File: config.mk
export PLATFORM = sky130hd
export DESIGN_NAME = rtp_channel
export DESIGN_NICKNAME = d
export VERILOG_FILES = /design/src/rtl/rtp_pkg.sv /design/src/rtl/rtp_prescaler.sv /design/src/rtl/rtp_channel.sv
export SDC_FILE = /design/constraint.sdc
export NUM_CORES = 1
export LEC_CHECK = 0
export ABC_AREA = 1
export BUFFER_PORTS_ARGS = -buffer_cell sky130_fd_sc_hd__clkbuf_2
export CORE_ASPECT_RATIO = 2
export CORE_MARGIN = 1
export CORE_UTILIZATION = 23
export DETAILED_ROUTE_END_ITERATION = 12
export SKIP_CTS_REPAIR_TIMING = 1
export SLEW_MARGIN = 30
export SYNTH_ARGS = -nofsm -noshare
export SYNTH_HDL_FRONTEND = slang
export SYNTH_HIERARCHICAL = 1
export SYNTH_SLANG_ARGS = --single-unit
File: constraint.sdc
create_clock -name CLK -period 2.42 [get_ports CLK]
set_input_delay 0.121 -clock CLK [delete_from_list [all_inputs] [get_ports CLK]]
set_output_delay 0.121 -clock CLK [all_outputs]
set_load 0.005 [all_outputs]
File: src/rtl/rtp_pkg.sv
// Shared types and constants of the reload timer channel with pulse measurement.
package rtp_pkg;

  localparam int unsigned CNT_W = 16;
  localparam int unsigned PRE_W = 9;

  // Prescaler masks: a tick falls when the masked divider bits are all ones.
  localparam logic [8:0] PRE_MASK_DIV2   = 9'h001;
  localparam logic [8:0] PRE_MASK_DIV16  = 9'h00F;
  localparam logic [8:0] PRE_MASK_DIV64  = 9'h03F;
  localparam logic [8:0] PRE_MASK_DIV512 = 9'h1FF;

  localparam logic [15:0] CNT_ZERO     = 16'h0000;
  localparam logic [15:0] CNT_ALL_ONES = 16'hFFFF;
  localparam logic [7:0]  MODE_RESET   = 8'h00;

  // Count source selector codes.
  localparam logic [1:0] SRC_DIV2   = 2'h0;
  localparam logic [1:0] SRC_DIV16  = 2'h1;
  localparam logic [1:0] SRC_DIV64  = 2'h2;
  localparam logic [1:0] SRC_DIV512 = 2'h3;

  // Edge selector codes, shared by event counting and measurement.
  localparam logic [1:0] EDGE_FALL = 2'h0;
  localparam logic [1:0] EDGE_RISE = 2'h1;
  localparam logic [1:0] EDGE_BOTH = 2'h2;

  // Number of measurement edges after start before the capture is valid.
  localparam logic [1:0] EDGES_FOR_VALID = 2'h2;

  typedef enum logic [1:0] {
    OP_TIMER,
    OP_EVENT,
    OP_MEASURE,
    OP_UNUSED
  } rtp_op_e;

  // Mode register, bit 7 down to bit 0.
  typedef struct packed {
    logic [1:0] src_sel;
    logic [1:0] spare;
    logic [1:0] edge_sel;
    rtp_op_e    op;
  } rtp_mode_s;

  // One software access to the channel count register.
  typedef struct packed {
    logic        wr;
    logic        rd;
    logic [15:0] wdata;
  } rtp_cnt_acc_s;

endpackage : rtp_pkg

File: src/rtl/rtp_prescaler.sv
// Free-running divider that yields the selected prescaled count tick.
`timescale 1ns/1ps
`default_nettype none

module rtp_prescaler
  import rtp_pkg::*;
(
  input  wire logic       clk,
  input  wire logic       reset,
  input  wire logic [1:0] src_sel,
  output var  logic       tick
);

  logic [PRE_W-1:0] div_q;
  logic [PRE_W-1:0] mask;
  logic             tick_q;

  always_comb begin
    case (src_sel)
      SRC_DIV2:   mask = PRE_MASK_DIV2;
      SRC_DIV16:  mask = PRE_MASK_DIV16;
      SRC_DIV64:  mask = PRE_MASK_DIV64;
      default:    mask = PRE_MASK_DIV512;
    endcase
  end

  always_ff @(posedge clk or posedge reset) begin
    if (reset) begin
      div_q <= '0;
    end else begin
      div_q <= div_q + 9'h001;
    end
  end

  // The tick is one clock wide, once per selected division period.
  always_ff @(posedge clk or posedge reset) begin
    if (reset) begin
      tick_q <= 1'b0;
    end else begin
      tick_q <= ((div_q & mask) == mask);
    end
  end

  assign tick = tick_q;

endmodule : rtp_prescaler

`default_nettype wire

File: src/rtl/rtp_channel.sv
// One 16-bit reload timer channel: timer, event counter and pulse measurement.
// Behaviour
// - Count start bit high makes the counter count its selected source.
// - Count start bit low stops the counter.
// - Timer and event modes count down, reload on underflow, keep counting.
// - Programmed value n gives one underflow per n+1 source pulses.
// - Underflow sets the request flag; it holds until accepted or cleared.
// - Count register write while stopped in timer or event mode loads reload register and counter.
// - Write while counting loads only the reload register, used at next underflow.
// - Running read returns live count; read at reload instant returns all ones.
// - Read after a stopped write and before start returns the written value.
// - Event mode counts the external pin on falling, rising or both edges.
// - Event mode decrements once per valid external edge.
// - Measurement mode counts a prescaled clock divided by 2, 16, 64 or 512.
// - Measurement counts up; valid edge copies count to reload and clears.
// - Each measurement edge requests, except the first edge after start.
// - Measurement overflow requests and sets the overflow flag together.
// - Measurement read returns the captured reload value, not the live count.
// - Capture is undefined until the second valid edge after start.
// - Period mode times like edges; width mode times both levels.
// - Source selector bits 7:6 pick divide by 2, 16, 64 or 512.
// - Measurement selector bits 3:2: falling period, rising period, both width.
// - Overflow flag is read-only; mode write while running clears it next tick.
`timescale 1ns/1ps
`default_nettype none

module rtp_channel
  import rtp_pkg::*;
(
  input  wire logic         CLK,
  input  wire logic         RESET,
  input  wire logic         COUNT_START,
  input  wire logic         MODE_WR,
  input  wire rtp_mode_s    MODE_WDATA,
  input  wire rtp_cnt_acc_s COUNT_ACC,
  input  wire logic         IRQ_CLEAR,
  input  wire logic         IRQ_ACCEPT,
  input  wire logic         TIMER_EXT_INPUT,
  output var  logic [15:0]  COUNT_RDATA,
  output var  rtp_mode_s    MODE_RDATA,
  output var  logic         IRQ_REQUEST,
  output var  logic         OVERFLOW_FLAG,
  output var  logic         CAPTURE_VALID,
  output var  logic         RUNNING
);

  function automatic logic edge_valid(input logic [1:0] sel, input logic rise,
                                      input logic fall);
    case (sel)
      EDGE_FALL: edge_valid = fall;
      EDGE_RISE: edge_valid = rise;
      EDGE_BOTH: edge_valid = rise | fall;
      default:   edge_valid = 1'b0;
    endcase
  endfunction : edge_valid

  rtp_mode_s   mode_q;
  logic        run_q;
  logic [15:0] cnt_q;
  logic [15:0] reload_q;
  logic [15:0] rdata_q;
  logic        irq_q;
  logic        ovf_q;
  logic        ovf_clr_pend_q;
  logic [1:0]  edges_q;
  logic        capture_valid_q;
  logic        ext_s1_q;
  logic        ext_s2_q;
  logic        ext_s3_q;
  logic        pre_tick;
  logic        ext_rise;
  logic        ext_fall;
  logic        ext_valid;
  logic        is_meas;
  logic        count_tick;
  logic        underflow;
  logic        meas_edge;
  logic        ovf_evt;
  logic        sel_change;
  logic        start_evt;

  rtp_prescaler u_prescaler (
    .clk     (CLK),
    .reset   (RESET),
    .src_sel (mode_q.src_sel),
    .tick    (pre_tick)
  );

  // The pin is asynchronous; only the second stage and its delayed copy are read.
  // The stages reset to the idle high level, so no false edge follows reset.
  always_ff @(posedge CLK or posedge RESET) begin
    if (RESET) begin
      ext_s1_q <= 1'b1;
      ext_s2_q <= 1'b1;
      ext_s3_q <= 1'b1;
    end else begin
      ext_s1_q <= TIMER_EXT_INPUT;
      ext_s2_q <= ext_s1_q;
      ext_s3_q <= ext_s2_q;
    end
  end

  assign ext_rise  = ext_s2_q & ~ext_s3_q;
  assign ext_fall  = ~ext_s2_q & ext_s3_q;
  assign ext_valid = edge_valid(mode_q.edge_sel, ext_rise, ext_fall);
  assign is_meas   = (mode_q.op == OP_MEASURE);
  assign count_tick = (mode_q.op == OP_EVENT) ? ext_valid : pre_tick;
  assign underflow  = run_q && !is_meas && count_tick && (cnt_q == CNT_ZERO);
  assign meas_edge  = run_q && is_meas && ext_valid;
  assign ovf_evt    = run_q && is_meas && pre_tick && !meas_edge
                      && (cnt_q == CNT_ALL_ONES);
  assign sel_change = MODE_WR && run_q && is_meas
                      && (MODE_WDATA.edge_sel != mode_q.edge_sel);
  assign start_evt  = COUNT_START && !run_q;

  always_ff @(posedge CLK or posedge RESET) begin
    if (RESET) begin
      run_q <= 1'b0;
    end else begin
      run_q <= COUNT_START;
    end
  end

  // Operating mode is locked while running so the counter never sees a mixed mode.
  always_ff @(posedge CLK or posedge RESET) begin
    if (RESET) begin
      mode_q <= rtp_mode_s'(MODE_RESET);
    end else if (MODE_WR) begin
      if (!run_q) begin
        mode_q.op <= MODE_WDATA.op;
      end
      mode_q.src_sel  <= MODE_WDATA.src_sel;
      mode_q.spare    <= MODE_WDATA.spare;
      mode_q.edge_sel <= MODE_WDATA.edge_sel;
    end
  end

  // Counter.
  always_ff @(posedge CLK or posedge RESET) begin
    if (RESET) begin
      cnt_q <= CNT_ZERO;
    end else if (!run_q) begin
      if (COUNT_ACC.wr && !is_meas) begin
        cnt_q <= COUNT_ACC.wdata;
      end
    end else if (is_meas) begin
      if (meas_edge) begin
        cnt_q <= CNT_ZERO;
      end else if (pre_tick) begin
        cnt_q <= cnt_q + 16'h0001;
      end
    end else if (count_tick) begin
      if (cnt_q == CNT_ZERO) begin
        cnt_q <= reload_q;
      end else begin
        cnt_q <= cnt_q - 16'h0001;
      end
    end
  end

  // Reload register.
  always_ff @(posedge CLK or posedge RESET) begin
    if (RESET) begin
      reload_q <= CNT_ZERO;
    end else if (is_meas) begin
      if (meas_edge) begin
        reload_q <= cnt_q;
      end
    end else if (COUNT_ACC.wr) begin
      reload_q <= COUNT_ACC.wdata;
    end
  end

  // Read data is registered on the read strobe.
  always_ff @(posedge CLK or posedge RESET) begin
    if (RESET) begin
      rdata_q <= CNT_ZERO;
    end else if (COUNT_ACC.rd) begin
      if (is_meas) begin
        rdata_q <= reload_q;
      end else if (underflow) begin
        rdata_q <= CNT_ALL_ONES;
      end else begin
        rdata_q <= cnt_q;
      end
    end
  end

  always_ff @(posedge CLK or posedge RESET) begin
    if (RESET) begin
      edges_q <= 2'h0;
    end else if (start_evt) begin
      edges_q <= 2'h0;
    end else if (meas_edge && edges_q != EDGES_FOR_VALID) begin
      edges_q <= edges_q + 2'h1;
    end
  end

  always_ff @(posedge CLK or posedge RESET) begin
    if (RESET) begin
      capture_valid_q <= 1'b0;
    end else if (start_evt) begin
      capture_valid_q <= 1'b0;
    end else if (meas_edge && edges_q == EDGES_FOR_VALID - 2'h1) begin
      capture_valid_q <= 1'b1;
    end
  end

  // A new request wins over a clear or an acceptance in the same cycle.
  always_ff @(posedge CLK or posedge RESET) begin
    if (RESET) begin
      irq_q <= 1'b0;
    end else if (underflow || ovf_evt || sel_change || (meas_edge && edges_q != 2'h0)) begin
      irq_q <= 1'b1;
    end else if (IRQ_CLEAR || IRQ_ACCEPT) begin
      irq_q <= 1'b0;
    end
  end

  // The flag clears only on a source tick, so a late overflow still wins.
  always_ff @(posedge CLK or posedge RESET) begin
    if (RESET) begin
      ovf_q          <= 1'b0;
      ovf_clr_pend_q <= 1'b0;
    end else begin
      if (ovf_evt) begin
        ovf_q <= 1'b1;
      end else if (ovf_clr_pend_q && pre_tick) begin
        ovf_q <= 1'b0;
      end
      if (MODE_WR && run_q) begin
        ovf_clr_pend_q <= 1'b1;
      end else if (pre_tick) begin
        ovf_clr_pend_q <= 1'b0;
      end
    end
  end

  assign COUNT_RDATA   = rdata_q;
  assign MODE_RDATA    = mode_q;
  assign IRQ_REQUEST   = irq_q;
  assign OVERFLOW_FLAG = ovf_q;
  assign CAPTURE_VALID = capture_valid_q;
  assign RUNNING       = run_q;
endmodule : rtp_channel

`default_nettype wire

==> flow_summary_export.csv <==
group,metric,value,unit
outcome,status,"finished clean",
worst_setup_path,cp-endpoint,"cnt_q[9]",
power,intPower,3.26,mW
sta,slew_headroom,55.0,%
worst_setup_path,crit_start,"ext_s2_q",
placed_design,port_buffers,60,
floorplan,dieArea,22100,µm²
worst_setup_path,r2r-end,"cnt_q[9]",
layout,nets,798,
power,clkPwrFrac,26.9,%
synthesis,yosys.area.top_type,"dfrtp_1",
floorplan,coreArea,21000,µm²
layout,finalNonFillerCells,1030,
placed_design,dp.cells,1011,
sta,grt_setup_unrepaired,"no",
clock_tree,tritoncts,"built",
worst_setup_path,r2r_start,"ext_s2_q",
worst_setup_path,critical_path.top_delay_family,"simple AND/OR/NAND/NOR gates",
synthesis,synth_flop_cell,"dfrtp_1",
worst_setup_path,rrSetupSlack,0.23,ns
synthesis,synth.most_common_cell,"nand2_1",
sta,hold_viol,0,
power,p_sw,2.25,mW
worst_setup_path,path_buf_inv,3,
synthesis,yosysWarnings,6,
floorplan,io_pins,61,
layout,area_growth,20.6,%
synthesis,synth_edf_count,0,
power,combPwrFrac,39.1,%
synthesis,syn-cell-area,4950,µm²
sta,slew_viol_final,0,
layout,diodes,0,
power,leakagePower,3.05,nW
clock_tree,root_buffer,"clkbuf_16",
detailed_routing,routed_wl,15700,µm
power,power_frac_seq,34.0,%
clock_tree,cts_buffer_depth,2,
worst_setup_path,worstPathRequired,2.64,ns
detailed_routing,wl_per_cell,15.2,µm
synthesis,yosysSeqAreaShare,38.5,%
detailed_routing,dr.pass1.iters,5,
sta,fin_crit_sh,90.5,%
synthesis,syn_avg_cell_area,7.19,µm²
power,powerDensity,923,nW/µm²
worst_setup_path,path_class,"reg2reg",
global_route,grt_pass1_vias,4983,
synthesis,syn_nets,730,
worst_setup_path,crit_chain,"inv_1 > ha_1 > nand3b_1 > nand3_1 > a21oi_1 > nor2_1 > buf_4 > inv_1 > nand2_1 > nand2_1",
sta,skew,0.00885,ns
worst_setup_path,end_kind,"register",
worst_setup_path,cp.depth,10,
clock_tree,cts_made_buffers,9,
worst_setup_path,reg2regPathDepth,10,
floorplan,num_rows,75,
worst_setup_path,slowest_stage,"dfstp_2",
clock_tree,clk-insertion-delay-late,0.34,ns
clock_tree,clkSlewWorstSetupHoldPaths,0.06,ns
power,vdd_drop_max,0.501,mV
worst_setup_path,critPathMaxStageDelay,0.54,ns
clock_tree,htree_levels,3,
sta,tightest_slew,0.675,ns
global_route,track_usage,14.7,%
global_route,grt-ovfl-total,0,
global_route,grt_max_degree,49,
synthesis,synthCells,688,
layout,drive_gt1_share,20.1,%
worst_setup_path,cp.arrival,2.41,ns
global_route,antenna_found_initial,0,
power,p_sw_share,40.8,%
synthesis,synthTopCellsByArea,"dfrtp_1, nand2_1, nand3_1, inv_1, nand3_2",
detailed_routing,vias,4796,
detailed_routing,drt_iter0_markers,340,
worst_setup_path,cp_max_fo,22,
detailed_routing,drcViolationCount,0,
synthesis,synth.top_cell.area_share,36.9,%
sta,layout_min_cycle_time,2.19,ns
sta,tns,0,ns
clock_tree,cts_sinks,76,
detailed_routing,ant_nets,0,
sta,max_freq,0.457,GHz
worst_hold_path,min_path_type,"in2reg",
placed_design,dp_hpwl,12200,µm
synthesis,synthTopCellsByCount,"nand2_1, nand3_1, dfrtp_1, inv_1, nor2_1",
placed_design,gp_congestion,0.948,
sta,setup-violations-final,0,
global_route,grt_pass1_wl,25000,µm
synthesis,async_reset_ff_share,100,%
floorplan,die_w,106,µm
job,drv_cap,0,
synthesis,ys_types,35,
floorplan,start_util,23.5,%
synthesis,ys_ff_latch,76,
floorplan,die_y,209,µm
worst_setup_path,crit_path_start_kind,"register",
detailed_routing,via_per_inst,4.66,
==> final cells by class <==
class                      instances  area [µm²]
timing repair buffer              87         523
fill                            2363       15000
clock inverter                     6        87.6
multi-input combinational        505        2590
inverter                          77         289
clock buffer                      10         239
tap                              269         337
sequential                        76        1910
==> per-stage QoR <==
step | hold slack [ns] | setup WS, ns | power [mW] | utilization, % | area [µm²]
finish | 0.0129 | 0.231 | 5.51 | 28.4 | 5970
global route | 0.0120 | 0.0387 | 5.87 | 28.4 | 5970
CTS | -0.241 | 0.211 | 5.54 | 28.3 | 5940
detailed placement | 0.117 | 0.226 | 4.03 | 26.7 | 5610
global placement | 0.124 | 0.257 | 4.01 | 26.7 | 5610
floorplan | -0.0388 | 0.498 | 3.26 | - | 4950
==> state kept, by name, summed over array words and instances, names as in the netlist, 2 cells and up <==
name and count:
COUNT_RDATA 16, cnt_q 16, reload_q 16, u_prescaler/div_q 9
MODE_RDATA 8, edges_q 2
==> metal layers <==
metal | track usage [%] | wire length, µm | vias up
met1 | 14.3 | 5680 | 2226
met2 | 27.5 | 8460 | 161
met3 | 2.61 | 636 | 66
met4 | 10.1 | 923 | 0
met5 | 0 | 0 | -
li1 | - | - | 2343
==> cells in the final DEF (no fill, tap or decap), drive strengths merged, types with 2 or more instances in the layout <==
master,instances
inv,77
clkbuf,70
dfstp,3
a21oi,4
nand3b,2
o211ai,16
dlygate4sd3,3
nor3,3
nand4,12
nor2,62
nand2,236
o21ai,36
xor2,12
bufinv,2
mux2,5
buf,24
dfrtp,73
nand3,101
ha,9
clkinv,4
==> how the worst min path moves through the flow <==
stage,startpoint,endpoint,slack (ns),cells after the start
after floorplan,RESET,u_prescaler/div_q[0],-0.04,1
after global placement,RESET,u_prescaler/div_q[2],0.12,2
after detailed placement,RESET,u_prescaler/div_q[5],0.12,2
after CTS,RESET,u_prescaler/div_q[2],-0.24,2
after global routing,MODE_WDATA[5],MODE_RDATA[5],0.01,2
final,MODE_WDATA[6],MODE_RDATA[6],0.01,2
==> power by group through the flow <==
stage	Combinational, mW	Sequential [mW]	Clock [mW]
after floorplan	1.48	1.79	0
after global placement	2.12	1.89	0
after detailed placement	2.13	1.90	0
after CTS	2.14	1.88	1.52
after global routing	2.40	1.91	1.56
final	2.15	1.88	1.48
==> kinds of logic after synthesis <==
| family | Yosys count | synth area share (%) |
|---|---|---|
| AND/OR/NAND/NOR | 418 | 39.5 |
| XOR/XNOR | 13 | 2.30 |
| AO/OA/AOI/OAI | 60 | 7.10 |
| buffers and inverters | 107 | 9.18 |
| multiplexers | 5 | 1.14 |
| flip-flops | 76 | 38.5 |
| adder cells (fa/ha/maj) | 9 | 2.28 |
Note: power is estimated with default switching activity, not from simulation.
